`src/udc_cfg.svh`:
```
`ifndef UDC_CFG_SVH
`define UDC_CFG_SVH
`define UDC_DW 16
// command codes
`define UDC_CMD_FIFO_WR 4'h0
`define UDC_CMD_FIFO_RD 4'h1
`define UDC_CMD_EP_WR 4'h2
`define UDC_CMD_EP_RD 4'h3
`define UDC_CMD_VALIDATE 4'h6
`define UDC_CMD_CLEAR 4'h7
`define UDC_CMD_ADDR_WR 8'hB6
`define UDC_CMD_ADDR_RD 8'hB7
`define UDC_CMD_MODE_WR 8'hB8
`define UDC_CMD_MODE_RD 8'hB9
`define UDC_CMD_HW_WR 8'hBA
`define UDC_CMD_HW_RD 8'hBB
`define UDC_CMD_MASK_WR 8'hC2
`define UDC_CMD_MASK_RD 8'hC3
`define UDC_CMD_DMA_WR 8'hF0
`define UDC_CMD_DMA_RD 8'hF1
`define UDC_CMD_CNT_WR 8'hF2
`define UDC_CMD_CNT_RD 8'hF3
`define UDC_CMD_RESET 8'hF6
// dma setup fields
`define UDC_DMA_CNT_EN_BIT 2
`define UDC_DMA_RUN_BIT 3
`define UDC_DMA_SHORT_BIT 4
`define UDC_DMA_DIR_BIT 5
`define UDC_DMA_EP_LSB 8
// reset values
`define UDC_RST_WORD 16'h0000
`define UDC_RST_MASK 32'h0000_0000
// host register word indexes (haddr[4:2])
`define UDC_H_CMD 3'h0
`define UDC_H_DATA 3'h1
`define UDC_H_DMA 3'h2
`define UDC_H_STATUS 3'h3
`define UDC_H_CTRL 3'h4
`endif

```
`src/udc_pkg.sv`:
```
package udc_pkg;
  typedef enum logic [1:0] {H_IDLE, H_WR, H_RD} udc_host_e;
  // device end state
  typedef struct packed {
    logic [15:0][15:0] epSetup;
    logic [15:0] devAddr;
    logic [15:0] opMode;
    logic [15:0] hwSetup;
    logic [31:0] irqMask;
    logic [15:0] dmaSetup;
    logic [15:0] dmaCount;
    logic [15:0] dmaCnt;
    logic [7:0] cmd;
    logic wordSel;
    logic lenNext;
    logic [15:0] bufLeft;
    logic shortArmed;
    logic [15:0] rdata;
    logic rdValid;
    logic dmaReq;
    logic fifoWr;
    logic [15:0] fifoWrData;
    logic fifoWrOneByte;
    logic fifoRd;
    logic [3:0] fifoEp;
    logic bufClear;
    logic bufValidate;
    logic dmaDone;
    logic cmdStrobe;
  } udc_dev_s;
  // host end state
  typedef struct packed {
    udc_host_e st;
    logic [2:0] idx;
    logic hready;
    logic [31:0] hrdata;
    logic acc;
    logic wr;
    logic a0;
    logic [15:0] wdata;
    logic dmaAck;
    logic stop;
  } udc_host_s;
endpackage

```
`src/udc_port_if.sv`:
```
`timescale 1ns/1ps
interface udc_port_if;
  logic acc;
  logic wr;
  logic phaseSelectAddrBit;
  logic [15:0] wdata;
  logic [15:0] rdata;
  logic rdValid;
  logic dmaReq;
  logic dmaAck;
  logic transferStopInput;
  modport dev (input acc, wr, phaseSelectAddrBit, wdata, dmaAck, transferStopInput,
               output rdata, rdValid, dmaReq);
  modport host (output acc, wr, phaseSelectAddrBit, wdata, dmaAck, transferStopInput,
                input rdata, rdValid, dmaReq);
endinterface // udc_port_if

```
`src/udc_dev_end.sv`:
```
`timescale 1ns/1ps
`include "udc_cfg.svh"
module udc_dev_end
  import udc_pkg::*;
(
  input wire logic clk,
  input wire logic rst,
  udc_port_if.dev bus,
  input wire logic [15:0] fifoRdData,
  input wire logic outBufferEmpty,
  input wire logic shortPacketRcvd,
  input wire logic eopDetected,
  input wire logic isoEndpoint,
  output logic fifoWrStrobe,
  output logic [15:0] fifoWrData,
  output logic fifoWrOneByte,
  output logic fifoRdStrobe,
  output logic [3:0] fifoEp,
  output logic bufferClear,
  output logic bufferValidate,
  output logic dmaDone,
  output logic cmdStrobe,
  output logic [7:0] cmdCode,
  output logic [15:0] devAddress
);
  udc_dev_s q;
  udc_dev_s n;
  logic runNow;
  logic dirIn;
  logic cntEn;
  logic shortEn;
  logic [15:0] wd;

  // counter step: two per word, one for a final byte
  function automatic logic [15:0] cntStep(input logic [15:0] c);
    cntStep = (c >= 16'h0002) ? c - 16'h0002 : 16'h0000;
  endfunction

  // readback of registers, one word per access
  function automatic logic [15:0] regRead(input udc_dev_s s, input logic [7:0] c);
    regRead = `UDC_RST_WORD;
    if (c[7:4] == `UDC_CMD_EP_RD)
      regRead = s.epSetup[c[3:0]];
    else
      case (c)
        `UDC_CMD_ADDR_RD: regRead = s.devAddr;
        `UDC_CMD_MODE_RD: regRead = s.opMode;
        `UDC_CMD_HW_RD: regRead = s.hwSetup;
        `UDC_CMD_MASK_RD: regRead = s.wordSel ? s.irqMask[31:16] : s.irqMask[15:0];
        `UDC_CMD_DMA_RD: regRead = s.dmaSetup;
        `UDC_CMD_CNT_RD: regRead = s.dmaCount;
        default: regRead = `UDC_RST_WORD;
      endcase
  endfunction

  assign runNow = q.dmaSetup[`UDC_DMA_RUN_BIT];
  assign dirIn = q.dmaSetup[`UDC_DMA_DIR_BIT];
  assign cntEn = q.dmaSetup[`UDC_DMA_CNT_EN_BIT];
  assign shortEn = q.dmaSetup[`UDC_DMA_SHORT_BIT];
  assign wd = bus.wdata;

  // command decode, data phase and dma end conditions
  always_comb
  begin
    n = q;
    n.rdValid = 1'b0;
    n.fifoWr = 1'b0;
    n.fifoRd = 1'b0;
    n.bufClear = 1'b0;
    n.bufValidate = 1'b0;
    n.dmaDone = 1'b0;
    n.cmdStrobe = 1'b0;
    if (bus.acc && bus.phaseSelectAddrBit)
    begin
      n.cmd = wd[7:0];
      n.wordSel = 1'b0;
      n.lenNext = 1'b1;
      n.cmdStrobe = 1'b1;
      if (wd[7:4] == `UDC_CMD_VALIDATE)
      begin
        n.bufValidate = 1'b1;
        n.fifoEp = wd[3:0];
      end
      if (wd[7:4] == `UDC_CMD_CLEAR)
      begin
        n.bufClear = 1'b1;
        n.fifoEp = wd[3:0];
      end
      if (wd[7:0] == `UDC_CMD_RESET)
      begin
        n.epSetup = '0;
        n.devAddr = `UDC_RST_WORD;
        n.opMode = `UDC_RST_WORD;
        n.hwSetup = `UDC_RST_WORD;
        n.irqMask = `UDC_RST_MASK;
        n.dmaSetup = `UDC_RST_WORD;
        n.dmaCount = `UDC_RST_WORD;
        n.shortArmed = 1'b0;
      end
    end
    else if (bus.acc)
    begin
      // data phase on the last command; read data only moves on a read
      n.rdValid = !bus.wr;
      if (q.cmd == `UDC_CMD_MASK_WR || q.cmd == `UDC_CMD_MASK_RD)
        n.wordSel = !q.wordSel;
      if (bus.wr)
      begin
        if (q.cmd[7:4] == `UDC_CMD_EP_WR)
          n.epSetup[q.cmd[3:0]] = wd;
        case (q.cmd)
          `UDC_CMD_ADDR_WR: n.devAddr = wd;
          `UDC_CMD_MODE_WR: n.opMode = wd;
          `UDC_CMD_HW_WR: n.hwSetup = wd;
          `UDC_CMD_MASK_WR:
          begin
            if (q.wordSel)
              n.irqMask[31:16] = wd;
            else
              n.irqMask[15:0] = wd;
          end
          `UDC_CMD_DMA_WR:
          begin
            n.dmaSetup = wd;
            if (wd[`UDC_DMA_RUN_BIT] && !runNow)
            begin
              n.dmaCnt = q.dmaCount;
              n.shortArmed = 1'b0;
            end
          end
          `UDC_CMD_CNT_WR: n.dmaCount = wd;
          default: n.devAddr = n.devAddr;
        endcase
        if (q.cmd[7:4] == `UDC_CMD_FIFO_WR && q.cmd[3:0] != 4'h0)
        begin
          n.fifoWr = 1'b1;
          n.fifoWrData = wd;
          n.fifoEp = q.cmd[3:0];
          n.lenNext = 1'b0;
          if (q.lenNext)
          begin
            n.bufLeft = wd;
            n.fifoWrOneByte = 1'b0;
          end
          else
          begin
            n.fifoWrOneByte = (q.bufLeft == 16'h0001);
            n.bufLeft = cntStep(q.bufLeft);
          end
        end
      end
      else if (q.cmd[7:4] == `UDC_CMD_FIFO_RD && q.cmd[3:0] != 4'h1)
      begin
        n.rdata = fifoRdData;
        n.fifoRd = 1'b1;
        n.fifoEp = q.cmd[3:0];
      end
      else
        n.rdata = regRead(q, q.cmd);
    end
    // dma word transfer
    if (bus.dmaAck && q.dmaReq)
    begin
      n.fifoEp = q.dmaSetup[`UDC_DMA_EP_LSB +: 4];
      n.dmaCnt = cntStep(q.dmaCnt);
      if (dirIn)
      begin
        n.fifoWr = 1'b1;
        n.fifoWrData = wd;
        n.fifoWrOneByte = cntEn && (q.dmaCnt == 16'h0001);
      end
      else
      begin
        n.fifoRd = 1'b1;
        n.rdata = fifoRdData;
        n.rdValid = 1'b1;
      end
      if (n.dmaCnt == 16'h0000 && (cntEn || (shortEn && dirIn && !isoEndpoint)))
      begin
        n.dmaSetup[`UDC_DMA_RUN_BIT] = 1'b0;
        n.dmaDone = 1'b1;
        n.bufValidate = dirIn;
      end
    end
    // arm short packet end on out endpoints
    if (runNow && shortEn && !dirIn && !isoEndpoint && shortPacketRcvd)
      n.shortArmed = 1'b1;
    if (runNow && q.shortArmed && outBufferEmpty)
    begin
      n.dmaSetup[`UDC_DMA_RUN_BIT] = 1'b0;
      n.shortArmed = 1'b0;
      n.dmaDone = 1'b1;
    end
    if (runNow && isoEndpoint && eopDetected)
    begin
      n.dmaSetup[`UDC_DMA_RUN_BIT] = 1'b0;
      n.dmaDone = 1'b1;
    end
    // external stop input
    if (runNow && bus.transferStopInput)
    begin
      n.dmaSetup[`UDC_DMA_RUN_BIT] = 1'b0;
      n.dmaDone = 1'b1;
      n.fifoEp = q.dmaSetup[`UDC_DMA_EP_LSB +: 4];
      n.bufClear = !dirIn;
      n.bufValidate = dirIn;
    end
    // software clear of the run bit ends dma with no done event
    if (!n.dmaSetup[`UDC_DMA_RUN_BIT])
      n.shortArmed = 1'b0;
    n.dmaReq = n.dmaSetup[`UDC_DMA_RUN_BIT] && (n.dmaSetup[`UDC_DMA_DIR_BIT] || !outBufferEmpty);
  end

  // state register
  always_ff @(posedge clk)
  begin
    if (rst)
      q <= '0;
    else
      q <= n;
  end

  assign bus.rdata = q.rdata;
  assign bus.rdValid = q.rdValid;
  assign bus.dmaReq = q.dmaReq;
  assign fifoWrStrobe = q.fifoWr;
  assign fifoWrData = q.fifoWrData;
  assign fifoWrOneByte = q.fifoWrOneByte;
  assign fifoRdStrobe = q.fifoRd;
  assign fifoEp = q.fifoEp;
  assign bufferClear = q.bufClear;
  assign bufferValidate = q.bufValidate;
  assign dmaDone = q.dmaDone;
  assign cmdStrobe = q.cmdStrobe;
  assign cmdCode = q.cmd;
  assign devAddress = q.devAddr;
endmodule // udc_dev_end

```
`src/flat_wrapper.sv`:
```
// flat-port wrapper written by rule: the top's interface ports become plain ports
module udc_dev_end_flat import udc_pkg::*;
  (clk, rst, fifoRdData, outBufferEmpty, shortPacketRcvd, eopDetected, isoEndpoint, fifoWrStrobe, fifoWrData, fifoWrOneByte, fifoRdStrobe, fifoEp, bufferClear, bufferValidate, dmaDone, cmdStrobe, cmdCode, devAddress, bus_acc, bus_wr, bus_phaseSelectAddrBit, bus_wdata, bus_dmaAck, bus_transferStopInput, bus_rdata, bus_rdValid, bus_dmaReq);
  udc_port_if bus_i ();
  input wire logic clk;
  input wire logic rst;
  input wire logic [15:0] fifoRdData;
  input wire logic outBufferEmpty;
  input wire logic shortPacketRcvd;
  input wire logic eopDetected;
  input wire logic isoEndpoint;
  output logic fifoWrStrobe;
  output logic [15:0] fifoWrData;
  output logic fifoWrOneByte;
  output logic fifoRdStrobe;
  output logic [3:0] fifoEp;
  output logic bufferClear;
  output logic bufferValidate;
  output logic dmaDone;
  output logic cmdStrobe;
  output logic [7:0] cmdCode;
  output logic [15:0] devAddress;
  input wire logic [$bits(bus_i.acc)-1:0] bus_acc;
  input wire logic [$bits(bus_i.wr)-1:0] bus_wr;
  input wire logic [$bits(bus_i.phaseSelectAddrBit)-1:0] bus_phaseSelectAddrBit;
  input wire logic [$bits(bus_i.wdata)-1:0] bus_wdata;
  input wire logic [$bits(bus_i.dmaAck)-1:0] bus_dmaAck;
  input wire logic [$bits(bus_i.transferStopInput)-1:0] bus_transferStopInput;
  output wire logic [$bits(bus_i.rdata)-1:0] bus_rdata;
  output wire logic [$bits(bus_i.rdValid)-1:0] bus_rdValid;
  output wire logic [$bits(bus_i.dmaReq)-1:0] bus_dmaReq;
  assign bus_i.acc = bus_acc;
  assign bus_i.wr = bus_wr;
  assign bus_i.phaseSelectAddrBit = bus_phaseSelectAddrBit;
  assign bus_i.wdata = bus_wdata;
  assign bus_i.dmaAck = bus_dmaAck;
  assign bus_i.transferStopInput = bus_transferStopInput;
  assign bus_rdata = bus_i.rdata;
  assign bus_rdValid = bus_i.rdValid;
  assign bus_dmaReq = bus_i.dmaReq;
  udc_dev_end u_core (.clk(clk), .rst(rst), .bus(bus_i), .fifoRdData(fifoRdData), .outBufferEmpty(outBufferEmpty), .shortPacketRcvd(shortPacketRcvd), .eopDetected(eopDetected), .isoEndpoint(isoEndpoint), .fifoWrStrobe(fifoWrStrobe), .fifoWrData(fifoWrData), .fifoWrOneByte(fifoWrOneByte), .fifoRdStrobe(fifoRdStrobe), .fifoEp(fifoEp), .bufferClear(bufferClear), .bufferValidate(bufferValidate), .dmaDone(dmaDone), .cmdStrobe(cmdStrobe), .cmdCode(cmdCode), .devAddress(devAddress));
endmodule
```
`config.mk`:
```
export PLATFORM = sky130hd
export DESIGN_NAME = udc_dev_end_flat
export DESIGN_NICKNAME = d
export VERILOG_FILES = /design/src/udc_pkg.sv /design/src/udc_port_if.sv /design/src/udc_dev_end.sv /design/src/flat_wrapper.sv
export VERILOG_INCLUDE_DIRS = /design/src
export SDC_FILE = /design/constraint.sdc
export NUM_CORES = 1
export LEC_CHECK = 0
export ABC_AREA = 1
export BUFFER_PORTS_ARGS = -buffer_cell sky130_fd_sc_hd__buf_2
export CAP_MARGIN = 10
export CELL_PAD_IN_SITES_DETAIL_PLACEMENT = 0
export CELL_PAD_IN_SITES_GLOBAL_PLACEMENT = 1
export CORE_ASPECT_RATIO = 0.6
export CORE_UTILIZATION = 45
export DETAILED_ROUTE_END_ITERATION = 7
export PLACE_DENSITY_LB_ADDON = 0.05
export SYNTH_ARGS = -nofsm -noshare
export SYNTH_HDL_FRONTEND = slang
export SYNTH_SLANG_ARGS = --single-unit
export TNS_END_PERCENT = 50
```
`constraint.sdc`:
```
create_clock -name clk -period 2.5 [get_ports clk]
set_input_delay 0.125 -clock clk [delete_from_list [all_inputs] [get_ports clk]]
set_output_delay 0.125 -clock clk [all_outputs]
set_load 0.03 [all_outputs]
```
* Yosys cells after proc, flatten, opt, wreduce, memory -nomap -nowiden
Index checks and enable logic that the tools add are counted.
** Storage, ports and cells
- Register bits after elaboration :: 456
- Input bits :: 43
** Operators by class
- Eq/ne operators :: 27
- $add $sub $neg :: 2
- $lt $le $gt $ge :: 4
- Reduce and logical (&&, ||, !) cells :: 69
- Multiplexer cells :: 70
- Bitwise gates (word level) :: 2
** Operators with widths (number)
- 384-bit 2-to-1 mux :: 2
- 368-bit 2-to-1 mux :: 2
- 16-bit 2-to-1 mux :: 20
- 256-bit bitwise mux :: 1
- 256-bit 2-to-1 mux :: 1
- 8-bit equality test, second input constant :: 13
- 16-bit one-hot mux with 6 select lines :: 1
- 18-bit 2-to-1 mux :: 4
- 17-bit 2-to-1 mux :: 4
- 16-bit binary-select mux with 4-bit select :: 1
- 16-bit demux with 4-bit select :: 1
- 23-bit 2-to-1 mux :: 2
- 35-bit 2-to-1 mux :: 1
- 16-bit by 1-bit equality test with 1-bit output, second input constant :: 2
- 16-bit by 2-bit >= comparator with 1-bit output, second input constant :: 2
- 32-bit 2-to-1 mux :: 1
- 4-bit AND reduction :: 8
- 16-bit by 2-bit subtractor with 16-bit output, second input constant :: 2
- 2-bit nonzero test :: 15
- 1-bit logical AND :: 20
- 5-bit AND reduction :: 4
- 19-bit 2-to-1 mux :: 1
- 1-bit 2-to-1 mux :: 18
- 16-bit logical NOT :: 1
- 25 further kinds :: 47

* Longest topological paths before layout
Gate-level depths: netlist of run 1.
- Word-level depth :: 16
- Depth in mapped cells :: 14
- Mapped depth without buffers :: 13

* Worst setup path after synthesis of run 1
Ideal clock, no wire load.
- Path kind :: reg2reg
- Start point :: register u_core.q (netlist bit u_core.cmdCode[3])
- End point :: register u_core.q[84] (netlist bit)
- Clock period less this slack :: 1.827 ns
- Path buffers :: 1
- Path slack :: 0.673 ns
- Library setup time :: 0.116 ns
- Cell stages (with the launch flop) :: 13
- Data arrival time :: 1.710 ns
- Cells stage by stage :: dfxtp_1 > inv_1 > nand2_2 > inv_2 > nand2_1 > inv_2 > nand3_1 > nand3b_1 > nand2_1 > inv_2 > clkbuf_1 > o211ai_1 > inv_1
** On the way
- Longest elaborated chain between the ends :: 3
** Ends and longest elaborated chain
- from (decl) :: line udc_dev_end.sv:26 : udc_dev_s q;
- from (signal assigned) :: line udc_dev_end.sv:220 : q <= n;
- 8-bit equality test :: line udc_dev_end.sv:111 : case (q.cmd)
- 2-bit nonzero test (no source line)
- 5-bit AND reduction (no source line)
Every way passes these cells.
A chain may end at the register's enable or synchronous reset.

* Final worst setup path of run 1
- Start point :: register u_core.q (netlist bit u_core.cmdCode[0])
- End point :: register u_core.q (netlist bit u_core.bus.rdata[10])
** On the way
- Longest elaborated chain between the ends :: 9
** Ends and longest elaborated chain
- 16-bit binary-select mux with 4-bit select or 8-bit equality test (tied branches) :: line udc_dev_end.sv:43, udc_dev_end.sv:45
- 16-bit 2-to-1 mux (implied by the code) or 16-bit one-hot mux with 6 select lines (tied branches) :: line udc_dev_end.sv:43, udc_dev_end.sv:45
- 16-bit 2-to-1 mux :: line udc_dev_end.sv:42 : if (c[7:4] == `UDC_CMD_EP_RD)
- 16-bit 2-to-1 mux * :: line udc_dev_end.sv:152 : else if (q.cmd[7:4] == `UDC_CMD_FIFO_RD && q.cmd[3:0] != 4'h1)
- 16-bit 2-to-1 mux * :: line udc_dev_end.sv:107 : if (bus.wr)
- 35-bit 2-to-1 mux * :: line udc_dev_end.sv:101 : else if (bus.acc)
- 17-bit 2-to-1 mux * :: line udc_dev_end.sv:73 : if (bus.acc && bus.phaseSelectAddrBit)
- 17-bit 2-to-1 mux :: line udc_dev_end.sv:166 : if (dirIn)
- 17-bit 2-to-1 mux * :: line udc_dev_end.sv:162 : if (bus.dmaAck && q.dmaReq)
Every way passes the cells marked *; elsewhere a longest branch is shown, timed or not. The select of a mux whose other input is x is not followed.

==> impl_metrics.yaml, run 1 <==
run_status:
  status: "finished clean"
clock_network:
  cts.sinks: 456
  clkLatencyLatePin_ns: 0.58
  post_cts_buffers: 0
  cts_buffers: 45
  cts.path.max_buffers: 3
  cts_root_buf: "clkbuf_16"
  clkTransAtPathRegs_ns: 0.07
  cts_tree: "yes"
  h-tree-depth: 2
floorplan:
  die_h_microns: 168.0
  start_util_pct: 45.86
  core_sq_um: 45040
  die_x_microns: 278.6
  core.rowCount: 60
  io_pins: 112
  fp.dieArea_sq_um: 46790
logic_synthesis:
  ys_seq_elements: 456
  yosysUniqueCellTypes: 48
  synthAdderAreaFrac_pct: 0.1211
  synth_area_sq_um: 20660
  synth_top_area_share_pct: 44.19
  synth_xor_area_share_pct: 0.6360
  yosysMostFrequentCell: "nand2_1"
  synth_mux_area_share_pct: 0.04846
  yosys.area_share.simple_pct: 23.73
  syn_area_per_cell_sq_um: 7.150
  synth_area_leaders: "dfxtp_1, nand2_1, a21oi_1"
  synthDominantAreaCellType: "dfxtp_1"
  yosysSeqAreaShare_pct: 44.19
  synth_top_family_by_area: "simple AND/OR/NAND/NOR gates"
  synth_ff_type: "dfxtp_1"
  synthArstFlopShare_pct: 0
  ys_warn_count: 0
  syn_nets: 2934
  synth-edff-count: 0
  synth_common_cells: "nand2_1, dfxtp_1, a21oi_1"
  synth_compound_area_share_pct: 22.79
  synth_cells: 2889
job:
  max-cap-violations: 0
sta:
  fmax_ghz: 0.4213
  slew_headroom_pct: 40.52
  finalCritPeriodShare_pct: 94.95
  final-hold-violation-count: 0
  rsz0062_at_grt: "true"
  period_minus_slack_ns: 2.374
  finalSetupViolCount: 0
  clock_skew_ns: 0.02870
  finalMaxSlewViolations: 0
  tns_ns: 0
  worst_slew_pin_slew_ns: 0.8922
finish:
  nets: 3018
  final_area_sq_um: 24200
  drive_gt1_share_pct: 13.52
  multiInputGateArea_sq_um: 9832
  seq_area_sq_um: 9129
  flow.area_growth_from_synthesis_pct: 17.15
  antenna_cells: 0
  post-route-util_pct: 53.73
  layout.cells.non_filler: 3599
  nFillCells: 4304
power:
  pwr-share-seq_pct: 44.9
  leakagePower_nw: 9.298
  swShare_pct: 24.86
  total_power_mw: 16.57
  ir_drop_mv: 0.5461
  p_sw_mw: 4.119
  power_frac_clock_pct: 47.4
  internal_power_mw: 12.45
  power.density_nw_per_um2: 684.6
  pwr-share-comb_pct: 7.7
route:
  wl_mm: 82.45
  drc: 0
  detail_route.vias_per_cell: 5.874
  firstDrtPassIters: 6
  ant_nets: 0
  wl_per_cell_microns: 22.91
  drt-initial-drc-count: 3022
  routed-via-count: 21140
global_route:
  grt_remaining_overflow: 0
  grt_pass1_vias: 18780
  grt_max_degree: 144
  antenna_found_initial: 3
  gr-usage-all-layers_pct: 34.48
  grt_pass1_wl_mm: 122.1
setup_path:
  critical_path_required_ns: 3.02
  path_max_fanout: 20
  worst_setup_path_start_kind: "register"
  worstSetupPathType: "reg2reg"
  crit_path_end_kind: "register"
  arrival_ns: 2.89
min_path:
  hold_class: "in2reg"
placed_design:
  numPortBuffers: 111
  dpl.cell_count: 3481
  dpl.hpwl_mm: 58.41
  dpl-instance-area_sq_um: 22140
  gp_congestion: 0.9511
## flip-flops by register name, summed over array words and instances, names as in the netlist, 4 cells and up
signal	count
u_core.q	385
u_core.devAddress	16
u_core.cmdCode	8
u_core.fifoWrData	16
u_core.fifoEp	4
u_core.bus.rdata	16
## timing repair
action | CTS | global route
endpoints found under the hold margin | 55 | 0
endpoints found under the setup margin | 0 | 7
resized for setup | 0 | 8
hold buffers | 34 | 0
## cell families (layout without fill, tap and decap cells)
group,Yosys count,count (layout)
simple gates,1207,1207
compound gates,819,819
flops,456,456
buf+inv,389,510
xor+xnor,15,15
fa+ha+maj,2,2
mux,1,1
## power by group through the flow
stage | clock network [mW] | logic, mW | registers, mW
after floorplan | 0 | 0.760 | 7.57
after global placement | 0 | 1.19 | 7.60
after detailed placement | 0 | 1.20 | 7.60
after CTS | 7.91 | 1.24 | 7.43
after global routing | 8.22 | 1.36 | 7.44
final | 7.85 | 1.28 | 7.44
## final timing paths
| check | startpoint | endpoint | slack, ns | depth (start not counted) |
|---|---|---|---|---|
| max | u_core.cmdCode[0]$_SDFFE_PP0P_ | u_core.bus.rdata[10]$_SDFF_PP0_ | 0.13 | 9 |
| min | bus_wdata[5] | u_core.q[51]$_SDFFE_PP0P_ | 0.03 | 3 |
| max reg2reg | u_core.cmdCode[0]$_SDFFE_PP0P_ | u_core.bus.rdata[10]$_SDFF_PP0_ | 0.13 | 9 |
| min reg2reg | u_core.q[292]$_SDFFE_PP0P_ | u_core.q[292]$_SDFFE_PP0P_ | 0.46 | 2 |
## routing by layer
metal,track usage (%),wire length (microns),up-vias
met2,43.94,30950,1137
li1,-,-,9800
met1,55.30,39330,10110
met5,0,11,-
met4,5.996,1173,2
met3,10.48,10990,90
## through the flow
stage | hold WS (ns) | worst slack (ns)
floorplan | 0.2599 | 0.6732
global placement | 0.3974 | 0.1039
detailed placement | 0.4174 | 0.04156
CTS | 0.01306 | 0.03699
global route | 0.03379 | -0.004624
finish | 0.03295 | 0.1263
## cell usage in the layout (no fill, tap or decap), types with 12 or more instances in the layout
cell / n
a21oi_1: 419
nand4_1: 21
clkbuf_8: 12
a31oi_1: 18
a211oi_1: 20
o21ai_0: 162
a22oi_1: 127
xor2_1: 12
nand2_1: 882
nand3_1: 97
nor2_4: 14
buf_4: 124
clkbuf_16: 47
nor3_1: 20
dlygate4sd3_1: 34
nor2_2: 13
dfxtp_1: 456
buf_2: 110
inv_1: 123
nor2_1: 139
buf_12: 23
## cell type report
class | instances | share of cell area, %
well taps | 589 | 3.045
flip-flops and latches | 456 | 37.72
clock inverters | 19 | 1.386
inverters | 134 | 2.089
repair buffers | 292 | 9.493
clock buffers | 65 | 5.636
multi-input cells | 2044 | 40.63
## worst max-delay path, cell delays in order (launching register included)
cell and delay [ns]:
dfxtp_1 0.36, buf_4 0.17, nor2_4 0.25, buf_4 0.36
a22oi_1 0.13, a21oi_1 0.47, o21ai_0 0.34, nand4_1 0.15
nand2_1 0.06, inv_1 0.04
Power figures use the tool's default switching activity.
==> run 2: changes to the inputs <==
- CORE_UTILIZATION: 45 -> 30
- REMOVE_ABC_BUFFERS: default -> 1
==> run 2 against run 1 <==
Compared with the run above: via count is 1.7% lower; critical path type unchanged; sequential cell count stayed put; critical path depth is 4 higher; die area is 49% higher; first-iteration DRC count is 31% lower; maximum frequency is 0.37% lower; routed wire length is 11% higher; combinational power is 6% higher; critical endpoint is now u_core.bus.rdata[13]$_SDFF_PP0_; non-clock buffer count is 16 higher; clock skew is 0.0014 ns lower; final cell count is 9.5% higher.
==> impl_metrics.yaml, run 2 (same netlist as run 1, synthesis figures left out) <==
sta:
  worst_slew_pin_slew_ns: 1.130
  clock_skew_ns: 0.02731
  period_minus_slack_ns: 2.382
  finalSetupViolCount: 0
  fmax_ghz: 0.4197
  finalCritPeriodShare_pct: 95.30
  tns_ns: 0
  slew_headroom_pct: 24.64
  rsz0062_at_grt: "true"
  final-hold-violation-count: 0
  finalMaxSlewViolations: 0
floorplan:
  die_h_microns: 205.3
  fp.dieArea_sq_um: 69950
  die_x_microns: 340.8
  io_pins: 112
  start_util_pct: 30.35
  core_sq_um: 68050
  core.rowCount: 74
placed_design:
  dpl-instance-area_sq_um: 22570
  dpl.hpwl_mm: 65.62
  numPortBuffers: 111
  dpl.cell_count: 3812
  gp_congestion: 0.8702
global_route:
  gr-usage-all-layers_pct: 25.66
  grt_pass1_vias: 18710
  grt_remaining_overflow: 0
  antenna_found_initial: 1
  grt_max_degree: 112
  grt_pass1_wl_mm: 132.6
setup_path:
  crit_path_end_kind: "register"
  arrival_ns: 2.90
  critical_path_required_ns: 3.02
  worst_setup_path_start_kind: "register"
  path_max_fanout: 19
  worstSetupPathType: "reg2reg"
route:
  wl_mm: 91.56
  firstDrtPassIters: 6
  routed-via-count: 20790
  drc: 0
  drt-initial-drc-count: 2085
  detail_route.vias_per_cell: 5.277
  ant_nets: 0
  wl_per_cell_microns: 23.24
clock_network:
  cts_tree: "yes"
  clkLatencyLatePin_ns: 0.62
  cts.path.max_buffers: 3
  h-tree-depth: 2
  cts_buffers: 48
  clkTransAtPathRegs_ns: 0.07
  cts.sinks: 456
  cts_root_buf: "clkbuf_16"
power:
  ir_drop_mv: 0.4734
  total_power_mw: 16.58
  leakagePower_nw: 9.354
  power.density_nw_per_um2: 670.9
finish:
  drive_gt1_share_pct: 13.94
  nets: 3037
  largest-register: "u_core.q"
  final_cell_mix: "nand2_1, dfxtp_1, a21oi_1"
  final_area_sq_um: 24720
  layout_commonest_cell: "nand2_1"
  layout.cells.non_filler: 3940
  antenna_cells: 0
  largest_reg_flops: 385
  post-route-util_pct: 36.32
  flow.area_growth_from_synthesis_pct: 19.64
min_path:
  hold_class: "in2reg"
run_status:
  status: "finished clean"
job:
  max-cap-violations: 0
-- run 2: cell count changes in the layout (fill, tap and decap cells not counted), sizes merged, moves of 4 or more --
cell         change
bufinv           -4
clkbuf          +12
buf             +11
dlygate4sd3      +5
-- run 2: layout make-up --
cell class | instances | area (sq um)
well taps | 912 | 1141
flip-flops and latches | 456 | 9131
multi-input cells | 2044 | 9891
repair buffers | 308 | 2380
clock buffers | 77 | 1483
fillers | 7249 | 43340
inverters | 134 | 508.0
clock inverters | 9 | 181.4
-- run 2: worst paths after layout --
check	from	endpoint	slack (ns)	cells after the start
max	u_core.cmdCode[1]$_SDFFE_PP0P_	u_core.bus.rdata[13]$_SDFF_PP0_	0.12	13
min reg2reg	u_core.q[126]$_SDFFE_PP0P_	u_core.q[126]$_SDFFE_PP0P_	0.46	2
max reg2reg	u_core.cmdCode[1]$_SDFFE_PP0P_	u_core.bus.rdata[13]$_SDFF_PP0_	0.12	13
min	isoEndpoint	u_core.dmaDone$_SDFF_PP0_	0.05	6
-- run 2: worst max-delay path: stages, from the launching register on --
cell     delay, ns
dfxtp_1       0.33
inv_1         0.07
nand2_1       0.25
inv_2         0.21
buf_4         0.28
a22oi_1       0.21
nand2_1       0.09
nand2_1       0.14
nand3_1       0.12
o21ai_0       0.24
buf_4         0.17
nand4_1       0.07
nand2_1       0.07
inv_1         0.03
-- run 2: through the flow --
stage / setup slack [ns] / hold slack, ns
floorplan: -2.715 / 0.1941
global placement: -0.1985 / 0.3982
detailed placement: -0.2038 / 0.4147
CTS: 0.002576 / 0.003446
global route: -0.01034 / 0.06810
finish: 0.1175 / 0.04721
-- run 2: report_power, final --
group / switching [mW] / internal, mW / leakage (nW)
sequential: 0.0700 / 7.37 / 3.68
combinational: 1.00 / 0.364 / 4.85
clock: 3.22 / 4.56 / 0.815
-- run 2: metal layers --
metal	global-route usage (%)	wire [microns]	vias to the layer above
met5	0	0	-
met3	4.102	6838	75
met4	4.564	1162	0
met2	32.69	34210	768
li1	-	-	9832
met1	43.10	49340	10120
-- run 2: repair_timing --
action / CTS / global route
endpoints found under the hold margin: 65 / 0
pin swaps: 0 / 2
buffers inserted: 0 / 3
cloned: 0 / 0
hold buffers: 39 / 0
resized for setup: 5 / 16
setup endpoints to repair: 4 / 16
